[config.mk]
export PLATFORM = sky130hd
export DESIGN_NAME = pfc_config_pins
export DESIGN_NICKNAME = d
export VERILOG_FILES = /design/src/hw/pfc_clk_div.v /design/src/hw/pfc_config_pins.v /design/src/hw/pfc_wb_regs.v
export VERILOG_INCLUDE_DIRS = /design/src /design/src/hw
export SDC_FILE = /design/constraint.sdc
export NUM_CORES = 1
export LEC_CHECK = 0
export ABC_CLOCK_PERIOD_IN_PS = 5350
export BUFFER_PORTS_ARGS = -buffer_cell sky130_fd_sc_hd__buf_2
export CORE_UTILIZATION = 40
export CTS_CLUSTER_SIZE = 16
export DETAILED_ROUTE_END_ITERATION = 10
export MAX_ROUTING_LAYER = met4
export PLACE_DENSITY_LB_ADDON = 0.05
export SLEW_MARGIN = 10
export SYNTH_ARGS = -nofsm -noshare
export SYNTH_HDL_FRONTEND = slang
export SYNTH_SLANG_ARGS = --single-unit
[constraint.sdc]
create_clock -name ref_clk -period 5.35 [get_ports ref_clk]
set_input_delay 0.2675 -clock ref_clk [delete_from_list [all_inputs] [get_ports ref_clk]]
set_output_delay 0.2675 -clock ref_clk [all_outputs]
set_load 0.02 [all_outputs]
[src/hw/pfc_map.vh]
// Purpose: shared constants of the parallel flash configuration pin block
// Assumes: 40 MHz ref_clk, classic wishbone register port with 32-bit data
// Notes:   definitions only
`ifndef PFC_MAP_VH
`define PFC_MAP_VH

// clock and timing
`define PFC_CLK_MHZ          40
`define PFC_FRST_NS          100
// 100 ns at 40 MHz rounded up, kept at counter width so the load never truncates
`define PFC_FRST_CYC         16'h0004
`define PFC_CNT_W            16
`define PFC_DIV_HALF         16'h0002
`define PFC_WAIT_TICKS       16'h0003
`define PFC_INIT_TICKS       16'h0010

// register byte offsets
`define PFC_ADR_W            8
`define PFC_OFS_CTRL         8'h00
`define PFC_OFS_LENGTH       8'h04
`define PFC_OFS_STATUS       8'h08
`define PFC_OFS_USER_OUT     8'h0C
`define PFC_OFS_USER_OE      8'h10
`define PFC_OFS_WR_ADDR      8'h14
`define PFC_OFS_WR_DATA      8'h18

// control fields
`define PFC_CTRL_START       0
`define PFC_CTRL_MODE_LO     1
`define PFC_CTRL_MODE_HI     2
`define PFC_CTRL_WIDTH16     3
`define PFC_CTRL_OPT_USRCLK  4
`define PFC_CTRL_OPT_INITD   5
`define PFC_CTRL_OPT_OCT     6
`define PFC_CTRL_OPT_DEVOE   7
`define PFC_CTRL_OPT_DEVCLR  8
`define PFC_CTRL_DUAL_USER   9
`define PFC_CTRL_WR_GO       10
`define PFC_CTRL_W           11

// configuration modes
`define PFC_MODE_AP          2'h0
`define PFC_MODE_AS          2'h1
`define PFC_MODE_PS          2'h2
`define PFC_MODE_FPP         2'h3

// sequencer states
`define PFC_ST_W             4
`define PFC_S_IDLE           4'h0
`define PFC_S_FRST           4'h1
`define PFC_S_ADDR           4'h2
`define PFC_S_WAIT           4'h3
`define PFC_S_INIT           4'h4
`define PFC_S_OCT            4'h5
`define PFC_S_USER           4'h6
`define PFC_S_WR_SET         4'h7
`define PFC_S_WR_HOLD        4'h8
`define PFC_S_EXT            4'h9

// widths and fills
`define PFC_FA_W             24
`define PFC_DQ_W             16
`define PFC_ZERO32           32'h0000_0000
`define PFC_ZERO24           24'h00_0000
`define PFC_ZERO16           16'h0000
`define PFC_ONE24            24'h00_0001
`define PFC_ONE16            16'h0001
`define PFC_LOW_LANES        16'h00FF
`define PFC_AP_LANES         16'hFFFF
`define PFC_FPP_REL_LANES    16'h00FC
`define PFC_SER_REL_LANES    16'hFFFC
`define PFC_DQ_HI            15
`define PFC_DQ_LO8           7

`endif

[src/hw/pfc_clk_div.v]
// Purpose: config clock divider with rising-edge tick
// Assumes: runs only while enabled, parks low otherwise
// Notes:   tick marks the cycle before config_clock rises
`include "pfc_map.vh"
module pfc_clk_div (
	// clock and reset
	input  wire                 ref_clk,
	input  wire                 reset_n,
	// control
	input  wire                 enable,
	// outputs
	output reg                  config_clock,
	output wire                 tick
);
	reg  [`PFC_CNT_W-1:0] count;
	wire                  wrap;

	assign wrap = (count == `PFC_DIV_HALF - `PFC_ONE16);
	assign tick = enable & wrap & ~config_clock;

	always @(posedge ref_clk) begin
		if (!reset_n || !enable) begin
			count        <= `PFC_ZERO16;
			config_clock <= 1'b0;
		end else if (wrap) begin
			count        <= `PFC_ZERO16;
			config_clock <= ~config_clock;
		end else begin
			count        <= count + `PFC_ONE16;
		end
	end
endmodule

[src/hw/pfc_config_pins.v]
// Purpose: active parallel flash configuration loader and config pin control
// Assumes: all pin inputs synchronous to ref_clk; flash is parallel NOR
// Notes:   registers over classic wishbone; weak pull-up shown as a flag
//
// Operation
// - accept bytes or words per selected width
// - upper data lanes tri-stated, user-controlled after active parallel
// - serial modes leave lanes 1..0 tri-stated
// - after fast passive, lanes 7..2 follow dual-purpose
// - drive 24-bit flash address bus
// - flash reset low while flash resets
// - address-valid low in the address phase of each flash access
// - read strobe low during flash read
// - write strobe low during flash write
// - disabled optional pins float with pull-up
// - user start-up clock times initialization
// - init-done undriven before first frame
// - init-done driven low after first frame
// - release init-done and enter user mode in the same cycle
// - optional calibration gating of init-done
// - global output enable low floats I/O
// - global clear low clears block registers
// - config clock output times flash interface
`include "pfc_map.vh"
module pfc_config_pins (
	// clock and reset
	input  wire                  ref_clk,
	input  wire                  reset_n,
	// wishbone register port
	input  wire                  wb_cyc_i,
	input  wire                  wb_stb_i,
	input  wire                  wb_we_i,
	input  wire [`PFC_ADR_W-1:0] wb_adr_i,
	input  wire [3:0]            wb_sel_i,
	input  wire [31:0]           wb_dat_i,
	output wire [31:0]           wb_dat_o,
	output wire                  wb_ack_o,
	// parallel flash
	output reg  [`PFC_FA_W-1:0]  flash_address_bus,
	output reg                   flash_reset_low,
	output reg                   addr_valid_low,
	output reg                   flash_read_strobe_low,
	output reg                   flash_write_strobe_low,
	output wire                  config_clock,
	// shared data lanes
	input  wire [`PFC_DQ_W-1:0]  data_in,
	output reg  [`PFC_DQ_W-1:0]  data_out,
	output wire [`PFC_DQ_W-1:0]  data_oe,
	// optional pins
	input  wire                  startup_clock_in,
	output wire                  init_done_out,
	output wire                  init_done_oe,
	input  wire                  termination_calib_complete,
	input  wire                  global_output_enable,
	input  wire                  global_register_clear_low,
	output wire                  weak_pullup_en,
	// configuration stream
	output reg  [`PFC_DQ_W-1:0]  config_data,
	output reg                   config_data_valid,
	output reg                   user_mode
);
	wire [`PFC_CTRL_W-1:0] ctrl;
	wire [`PFC_FA_W-1:0]   length;
	wire [`PFC_DQ_W-1:0]   user_out;
	wire [`PFC_DQ_W-1:0]   user_oe;
	wire [`PFC_FA_W-1:0]   wr_addr;
	wire [`PFC_DQ_W-1:0]   wr_data;
	wire [31:0]            status;
	wire [1:0]             mode;
	wire                   width16;
	wire                   opt_usrclk;
	wire                   opt_initd;
	wire                   opt_oct;
	wire                   opt_devoe;
	wire                   opt_devclr;
	wire                   dual_user;
	wire                   soft_clear;
	wire                   pins_off;
	wire                   div_en;
	wire                   tick;
	wire                   usr_edge;
	wire                   init_tick;
	wire [`PFC_DQ_W-1:0]   lane_mask;
	reg  [`PFC_ST_W-1:0]   state;
	reg  [`PFC_ST_W-1:0]   next_state;
	reg  [`PFC_CNT_W-1:0]  count;
	reg  [`PFC_FA_W-1:0]   words_left;
	reg                    first_frame_seen;
	reg                    init_low;
	reg                    configuring;
	reg                    configured;
	reg  [1:0]             done_mode;
	reg                    usr_prev;
	reg  [`PFC_DQ_W-1:0]   next_oe;
	reg                    drive_write;

	assign mode       = ctrl[`PFC_CTRL_MODE_HI:`PFC_CTRL_MODE_LO];
	assign width16    = ctrl[`PFC_CTRL_WIDTH16];
	assign opt_usrclk = ctrl[`PFC_CTRL_OPT_USRCLK];
	assign opt_initd  = ctrl[`PFC_CTRL_OPT_INITD];
	assign opt_oct    = ctrl[`PFC_CTRL_OPT_OCT];
	assign opt_devoe  = ctrl[`PFC_CTRL_OPT_DEVOE];
	assign opt_devclr = ctrl[`PFC_CTRL_OPT_DEVCLR];
	assign dual_user  = ctrl[`PFC_CTRL_DUAL_USER];

	// clear is a level, so it also wipes the option bit that enables it: hold it as a pulse
	assign soft_clear = opt_devclr & ~global_register_clear_low;
	assign pins_off   = opt_devoe & ~global_output_enable;

	function [`PFC_DQ_W-1:0] width_mask;
		input w16;
		begin
			width_mask = w16 ? `PFC_AP_LANES : `PFC_LOW_LANES;
		end
	endfunction

	assign lane_mask = width_mask(width16);

	pfc_wb_regs u_regs (
		.ref_clk    (ref_clk),
		.reset_n    (reset_n),
		.soft_clear (soft_clear),
		.wb_cyc_i   (wb_cyc_i),
		.wb_stb_i   (wb_stb_i),
		.wb_we_i    (wb_we_i),
		.wb_adr_i   (wb_adr_i),
		.wb_sel_i   (wb_sel_i),
		.wb_dat_i   (wb_dat_i),
		.wb_dat_o   (wb_dat_o),
		.wb_ack_o   (wb_ack_o),
		.ctrl       (ctrl),
		.length     (length),
		.user_out   (user_out),
		.user_oe    (user_oe),
		.wr_addr    (wr_addr),
		.wr_data    (wr_data),
		.status     (status)
	);

	// divider runs only for flash traffic so the pin is quiet in user mode except during flash writes
	assign div_en = (state == `PFC_S_FRST) || (state == `PFC_S_ADDR) || (state == `PFC_S_WAIT) ||
	                (state == `PFC_S_WR_SET) || (state == `PFC_S_WR_HOLD);

	pfc_clk_div u_div (
		.ref_clk      (ref_clk),
		.reset_n      (reset_n),
		.enable       (div_en),
		.config_clock (config_clock),
		.tick         (tick)
	);

	// start-up clock is sampled; its rising edge paces initialization
	always @(posedge ref_clk) begin
		if (!reset_n)
			usr_prev <= 1'b0;
		else
			usr_prev <= startup_clock_in;
	end

	assign usr_edge  = startup_clock_in & ~usr_prev;
	assign init_tick = opt_usrclk ? usr_edge : 1'b1;

	always @* begin
		next_state = state;
		case (state)
			`PFC_S_IDLE: begin
				if (ctrl[`PFC_CTRL_START]) begin
					if (mode == `PFC_MODE_AP)
						next_state = `PFC_S_FRST;
					else
						next_state = `PFC_S_EXT;
				end else if (ctrl[`PFC_CTRL_WR_GO] && mode == `PFC_MODE_AP) begin
					next_state = `PFC_S_WR_SET;
				end
			end
			`PFC_S_FRST:
				if (count == `PFC_ZERO16)
					next_state = (length == `PFC_ZERO24) ? `PFC_S_INIT : `PFC_S_ADDR;
			`PFC_S_ADDR:
				if (tick)
					next_state = `PFC_S_WAIT;
			`PFC_S_WAIT:
				if (tick && count == `PFC_ZERO16)
					next_state = (words_left == `PFC_ONE24) ? `PFC_S_INIT : `PFC_S_ADDR;
			`PFC_S_EXT:
				next_state = `PFC_S_INIT;
			`PFC_S_INIT:
				if (init_tick && count == `PFC_ZERO16)
					next_state = `PFC_S_OCT;
			`PFC_S_OCT:
				if (!opt_oct || termination_calib_complete)
					next_state = `PFC_S_USER;
			`PFC_S_USER: begin
				if (ctrl[`PFC_CTRL_START])
					next_state = (mode == `PFC_MODE_AP) ? `PFC_S_FRST : `PFC_S_EXT;
				else if (ctrl[`PFC_CTRL_WR_GO] && done_mode == `PFC_MODE_AP)
					next_state = `PFC_S_WR_SET;
			end
			`PFC_S_WR_SET:
				if (tick)
					next_state = `PFC_S_WR_HOLD;
			`PFC_S_WR_HOLD:
				if (tick)
					next_state = configured ? `PFC_S_USER : `PFC_S_IDLE;
			default:
				next_state = `PFC_S_IDLE;
		endcase
	end

	always @(posedge ref_clk) begin
		if (!reset_n || soft_clear) begin
			state             <= `PFC_S_IDLE;
			count             <= `PFC_ZERO16;
			words_left        <= `PFC_ZERO24;
			flash_address_bus <= `PFC_ZERO24;
			first_frame_seen  <= 1'b0;
			init_low          <= 1'b0;
			configuring       <= 1'b0;
			configured        <= 1'b0;
			done_mode         <= `PFC_MODE_AP;
			config_data       <= `PFC_ZERO16;
			config_data_valid <= 1'b0;
			user_mode         <= 1'b0;
			data_out          <= `PFC_ZERO16;
			drive_write       <= 1'b0;
		end else begin
			state             <= next_state;
			config_data_valid <= 1'b0;
			case (state)
				`PFC_S_IDLE, `PFC_S_USER: begin
					data_out <= user_out;
					if (next_state == `PFC_S_FRST || next_state == `PFC_S_EXT) begin
						count             <= `PFC_FRST_CYC;
						words_left        <= length;
						flash_address_bus <= `PFC_ZERO24;
						first_frame_seen  <= 1'b0;
						init_low          <= 1'b0;
						configuring       <= 1'b1;
						configured        <= 1'b0;
						user_mode         <= 1'b0;
						done_mode         <= mode;
					end else if (next_state == `PFC_S_WR_SET) begin
						flash_address_bus <= wr_addr;
						data_out          <= wr_data & lane_mask;
						drive_write       <= 1'b1;
					end
				end
				`PFC_S_FRST:
					if (count != `PFC_ZERO16)
						count <= count - `PFC_ONE16;
					else
						count <= `PFC_WAIT_TICKS;
				`PFC_S_ADDR:
					if (tick)
						count <= `PFC_WAIT_TICKS;
				`PFC_S_WAIT:
					if (tick) begin
						if (count != `PFC_ZERO16) begin
							count <= count - `PFC_ONE16;
						end else begin
							config_data       <= data_in & lane_mask;
							config_data_valid <= 1'b1;
							flash_address_bus <= flash_address_bus + `PFC_ONE24;
							words_left        <= words_left - `PFC_ONE24;
							count             <= `PFC_INIT_TICKS;
							first_frame_seen  <= 1'b1;
							if (opt_initd)
								init_low <= 1'b1;
						end
					end
				`PFC_S_EXT: begin
					count <= `PFC_INIT_TICKS;
					if (opt_initd)
						init_low <= 1'b1;
				end
				`PFC_S_INIT:
					if (init_tick && count != `PFC_ZERO16)
						count <= count - `PFC_ONE16;
				`PFC_S_OCT:
					if (next_state == `PFC_S_USER) begin
						init_low    <= 1'b0;
						configuring <= 1'b0;
						configured  <= 1'b1;
						user_mode   <= 1'b1;
					end
				`PFC_S_WR_HOLD:
					if (tick)
						drive_write <= 1'b0;
				default: ;
			endcase
		end
	end

	// flash strobes come from flops so they never glitch on state decode
	always @(posedge ref_clk) begin
		if (!reset_n || soft_clear) begin
			flash_reset_low        <= 1'b1;
			addr_valid_low         <= 1'b1;
			flash_read_strobe_low  <= 1'b1;
			flash_write_strobe_low <= 1'b1;
		end else begin
			flash_reset_low        <= ~(next_state == `PFC_S_FRST);
			addr_valid_low         <= ~(next_state == `PFC_S_ADDR || next_state == `PFC_S_WR_SET);
			flash_read_strobe_low  <= ~(next_state == `PFC_S_ADDR || next_state == `PFC_S_WAIT);
			flash_write_strobe_low <= ~(next_state == `PFC_S_WR_SET || next_state == `PFC_S_WR_HOLD);
		end
	end

	// lane drive: only flash writes and released user lanes ever drive
	always @* begin
		next_oe = `PFC_ZERO16;
		if (drive_write) begin
			next_oe = lane_mask;
		end else if (configuring) begin
			next_oe = `PFC_ZERO16;
		end else if (configured) begin
			case (done_mode)
				`PFC_MODE_AP:  next_oe = user_oe;
				`PFC_MODE_FPP: next_oe = dual_user ? (user_oe & `PFC_FPP_REL_LANES) : `PFC_ZERO16;
				`PFC_MODE_AS:  next_oe = user_oe & `PFC_SER_REL_LANES;
				`PFC_MODE_PS:  next_oe = user_oe & `PFC_SER_REL_LANES;
				default:       next_oe = `PFC_ZERO16;
			endcase
		end
	end

	assign data_oe = pins_off ? `PFC_ZERO16 : next_oe;

	// open drain: only ever pull low, the board pull-up makes the high
	assign init_done_out  = 1'b0;
	assign init_done_oe   = opt_initd & init_low & ~pins_off;
	assign weak_pullup_en = configuring;

	assign status = {16'h0000, 3'h0, user_mode, configuring, configured, first_frame_seen,
	                 init_low, done_mode, termination_calib_complete, 1'b0, state};
endmodule

[src/hw/pfc_wb_regs.v]
// Purpose: classic wishbone slave holding control and user registers
// Assumes: 32-bit data, one register per aligned word
// Notes:   ack one cycle after strobe; unmapped reads return zero, writes dropped
`include "pfc_map.vh"
module pfc_wb_regs (
	// clock and reset
	input  wire                   ref_clk,
	input  wire                   reset_n,
	input  wire                   soft_clear,
	// wishbone
	input  wire                   wb_cyc_i,
	input  wire                   wb_stb_i,
	input  wire                   wb_we_i,
	input  wire [`PFC_ADR_W-1:0]  wb_adr_i,
	input  wire [3:0]             wb_sel_i,
	input  wire [31:0]            wb_dat_i,
	output reg  [31:0]            wb_dat_o,
	output reg                    wb_ack_o,
	// register contents
	output reg  [`PFC_CTRL_W-1:0] ctrl,
	output reg  [`PFC_FA_W-1:0]   length,
	output reg  [`PFC_DQ_W-1:0]   user_out,
	output reg  [`PFC_DQ_W-1:0]   user_oe,
	output reg  [`PFC_FA_W-1:0]   wr_addr,
	output reg  [`PFC_DQ_W-1:0]   wr_data,
	// status in
	input  wire [31:0]            status
);
	wire        take;
	wire [31:0] merged;
	reg  [31:0] cur;

	function [31:0] lane_merge;
		input [31:0] old;
		input [31:0] din;
		input [3:0]  sel;
		integer      i;
		begin
			for (i = 0; i < 4; i = i + 1)
				lane_merge[i*8 +: 8] = sel[i] ? din[i*8 +: 8] : old[i*8 +: 8];
		end
	endfunction

	always @* begin
		case (wb_adr_i)
			`PFC_OFS_CTRL:     cur = {21'h0, ctrl};
			`PFC_OFS_LENGTH:   cur = {8'h00, length};
			`PFC_OFS_STATUS:   cur = status;
			`PFC_OFS_USER_OUT: cur = {16'h0000, user_out};
			`PFC_OFS_USER_OE:  cur = {16'h0000, user_oe};
			`PFC_OFS_WR_ADDR:  cur = {8'h00, wr_addr};
			`PFC_OFS_WR_DATA:  cur = {16'h0000, wr_data};
			default:           cur = `PFC_ZERO32;
		endcase
	end

	assign merged = lane_merge(cur, wb_dat_i, wb_sel_i);
	assign take   = wb_cyc_i & wb_stb_i & ~wb_ack_o;

	// start and write-go self clear so a read never sees a stale command
	always @(posedge ref_clk) begin
		if (!reset_n || soft_clear) begin
			wb_ack_o <= 1'b0;
			wb_dat_o <= `PFC_ZERO32;
			ctrl     <= {`PFC_CTRL_W{1'b0}};
			length   <= `PFC_ZERO24;
			user_out <= `PFC_ZERO16;
			user_oe  <= `PFC_ZERO16;
			wr_addr  <= `PFC_ZERO24;
			wr_data  <= `PFC_ZERO16;
		end else begin
			wb_ack_o <= take;
			ctrl[`PFC_CTRL_START] <= 1'b0;
			ctrl[`PFC_CTRL_WR_GO] <= 1'b0;
			if (take && wb_we_i) begin
				case (wb_adr_i)
					`PFC_OFS_CTRL:     ctrl     <= merged[`PFC_CTRL_W-1:0];
					`PFC_OFS_LENGTH:   length   <= merged[`PFC_FA_W-1:0];
					`PFC_OFS_USER_OUT: user_out <= merged[`PFC_DQ_W-1:0];
					`PFC_OFS_USER_OE:  user_oe  <= merged[`PFC_DQ_W-1:0];
					`PFC_OFS_WR_ADDR:  wr_addr  <= merged[`PFC_FA_W-1:0];
					`PFC_OFS_WR_DATA:  wr_data  <= merged[`PFC_DQ_W-1:0];
					default: ;
				endcase
			end
			if (take && !wb_we_i)
				wb_dat_o <= cur;
		end
	end
endmodule

==> flow_metrics.tcl <==
set metrics [dict create \
    status "finished, final reports clean" \
    numCtsBuffers 31 \
    clock_latency_ps 570 \
    antenna_left 0 \
    cp_num_buf_inv 1 \
    cpLargestDelayFamily "simple AND/OR/NAND/NOR gates" \
    drc 0 \
    synth_edf_count 0 \
    worstHoldPathCells 3 \
    hp-start "reset_n" \
    slew_headroom_pct 19.5 \
    setup_tns_ps 0 \
    timing.final.ws_setup_ps 1530 \
    cts_root_buf "clkbuf_16" \
    cts_sinks 262 \
    worstPathArrival_ps 4230 \
    fin_util_pct 48.5 \
    gr-usage-all-layers_pct 26.2 \
    worstPathMaxFanout 22 \
    gp_congestion 0.836 \
    min_period_ps 3820 \
    ys.flop_type "dfxtp_1" \
    ff2ff_path_depth 9 \
    die_area_sq_um 32400 \
    yosysWarnings 0 \
    clk_pin_slew_ps 60 \
    rsz0062_at_grt "false" \
    crit_path_top_delay_cell "nor4_1" \
    rows 64 \
    hp-class "primary input to flip-flop" \
    hpwl_um 29000 \
    io_pins 184 \
    r2r-end "flash_address_bus[11]$_SDFFE_PP0P_" \
    synth_cells 1637 \
    max_stage_delay_ps 720 \
    ys_ff_latch 262 \
    routedWlPerCell_um 19.4 \
    grt_overflow 0 \
    port_buffers 165 \
    nets 1832 \
    syn_avg_cell_area_sq_um 7.75 \
    route.vias.total 12482 \
    required_ps 5760 \
    ir_drop_mv 0.268 \
    chipWidth_um 180 \
    grt_pass1_wl_um 66100 \
    path_cells "nor4_1 > nand4_1 > nand2_1 > a31oi_1 > o21ai_0 > nand2_1 > buf_4 > nand4_1 > a31oi_1" \
    yosysSeqAreaShare_pct 41.4 \
    initial_utilization_pct 41.0 \
    setup_viol 0 \
    p_leak_nw 5.93 \
    maxSlewViolCount 0 \
    r2r_slack_ps 1530 \
    fin_skew_ps 18.7 \
    tightest_slew_ps 1200 \
    rr_startpoint "count[5]$_SDFFE_PP0P_" \
    dr.pass1.iters 6 \
    async_flop_share_pct 0 \
    first_iter_violations 1190 \
    holdWs_ps 66.1 \
    worst-setup-path-type "flip-flop to flip-flop" \
    totalWireLength_um 42200 \
    cp-start-kind "flip-flop" \
    cts_tree "done" \
    power_density_nw_per_um2 285 \
    area_delta_synth_final_pct 18.1 \
    grt-busiest-layer "met2" \
    die_h_um 180 \
    met2_usage_pct 40.1 \
    cts-resized-gates 0 \
    clk_path_buf_depth 3 \
    max_freq_ghz 0.262 \
    met3_usage_pct 3.29 \
    grt_pass1_vias 11529 \
    maxCapViolations 0 \
    synthDistinctLibCells 64 \
    end_kind "flip-flop" \
    grt_max_degree 207 \
    place_ws_ps 1600 \
    final-hold-violation-count 0 \
    core_area_sq_um 30900 \
    synth_area_sq_um 12700 \
    holdPathEnd "u_div.config_clock$_SDFFE_PP0N_" \
    cts_max_level 1 \
    drive_gt1_share_pct 15.2 \
    finalCritPeriodShare_pct 71.3 \
    antenna_found_initial 0 \
    use_met1_pct 35.7 \
    vias_per_cell 5.75 \
]
[area by class of cell]
cell class                      instances  area, sq um
Fill cell                            3062        15900
Tap cell                              396          495
Multi-Input combinational cell       1222         6880
Clock inverter                         11          149
Sequential cell                       262         5250
Antenna cell                            1         2.50
Clock buffer                           44          905
Timing Repair Buffer                  206         1190
Inverter                               30          113
[metal layers]
| layer | share of wire, % | vias up | wire length (um) |
|---|---|---|---|
| li1 | - | 6042 | - |
| met1 | 46 | 5953 | 19500 |
| met2 | 44 | 427 | 18800 |
| met3 | 6.5 | 60 | 2750 |
| met4 | 2.8 | 0 | 1180 |
| met5 | 0 | - | 0 |
[state kept, by name (all words and copies together) (netlist names), 24 cells and up]
name,flops
flash_address_bus,24
u_regs.wb_dat_o,24
u_regs.length,24
u_regs.wr_addr,24
words_left,24
[cell usage in the layout (no fill, tap or decap), drive strengths merged, types with 9 or more instances in the layout]
cell type / count
xor2: 12
xnor2: 16
nor3: 31
dfxtp: 262
o21ai: 63
nor2b: 10
and3: 12
a211oi: 29
mux2i: 55
nor4: 35
nand2: 156
a21oi: 185
and2: 10
a311oi: 10
nand3: 59
a22oi: 56
conb: 9
nand4: 26
clkbuf: 44
dlygate4sd3: 18
inv: 32
a31oi: 18
o21a: 11
a221oi: 11
a222oi: 13
nor2: 302
nand2b: 11
buf: 188
ha: 10
[worst register-to-register path: cells and delay by family, from the launching register on]
kind                   cells  cell delay, ps
AND/OR/NAND/NOR            5            2160
flip-flops                 1             350
buffers and inverters      1             380
AO/OA/AOI/OAI              3             770
[power breakdown]
| part | total (W) | switching, W | internal (W) |
|---|---|---|---|
| sequential | 0.00196 | 0.00000250 | 0.00196 |
| clock | 0.00217 | 0.000855 | 0.00132 |
| combinational | 0.000141 | 0.0000938 | 0.0000467 |
| total | 0.00427 | 0.000951 | 0.00332 |
[logic make-up (layout without fill, tap and decap cells)]
logic type / count (synthesis) / after routing / share of synthesized area [%]
xor+xnor: 28 / 28 / 1.93
simple gates: 687 / 687 / 24.7
buf+inv: 161 / 291 / 5.17
fa+ha+maj: 10 / 10 / 0.987
flops: 262 / 262 / 41.4
mux: 60 / 60 / 4.79
compound gates: 428 / 428 / 21.0
other cells: 1 / 10 / 0.0296
[repair_timing]
| action | CTS | global route |
|---|---|---|
| setup endpoints to repair | 0 | 0 |
| hold buffers | 18 | 0 |
| setup buffers | 0 | 0 |
| endpoints found under the hold margin | 17 | 0 |
[worst max path at each step]
stage                                    from                                  to  slack [ps]  depth (start not counted)
floorplan           u_div.count[0]$_SDFF_PP0_   flash_address_bus[7]$_SDFFE_PP0P_        2470                         11
global placement        count[2]$_SDFFE_PP0P_  flash_address_bus[21]$_SDFFE_PP0P_        1630                         10
detailed placement      count[2]$_SDFFE_PP0P_  flash_address_bus[21]$_SDFFE_PP0P_        1600                         10
CTS                     count[2]$_SDFFE_PP0P_  flash_address_bus[21]$_SDFFE_PP0P_        1590                         10
global route            count[2]$_SDFFE_PP0P_   flash_address_bus[2]$_SDFFE_PP0P_        1250                         10
finish                  count[5]$_SDFFE_PP0P_  flash_address_bus[11]$_SDFFE_PP0P_        1530                          9
[through the flow]
stage	std cells	area, sq um	total power [W]
3_5_place_dp	2098	13700	0.00213
4_1_cts	2171	15000	0.00432
2_1_floorplan	1645	12700	0.00208
3_3_place_gp	2098	13700	0.00213
6_report	2172	15000	0.00427
5_1_grt	2171	15000	0.00441
[cell usage after synthesis (17+ instances only)]
cell      number  area (sq um)
nor2_1       302          1130
dfxtp_1      262          5250
a21oi_1      185           926
nand2_1      155           582
clkbuf_1     107           402
o21ai_0       61           305
nand3_1       59           295
a22oi_1       56           420
mux2i_1       55           551
nor4_1        33           206
nor3_1        31           155
inv_1         30           113
a211oi_1      29           218
nand4_1       26           163
a31oi_1       17           106
Note: power is estimated with default switching activity, not from simulation.
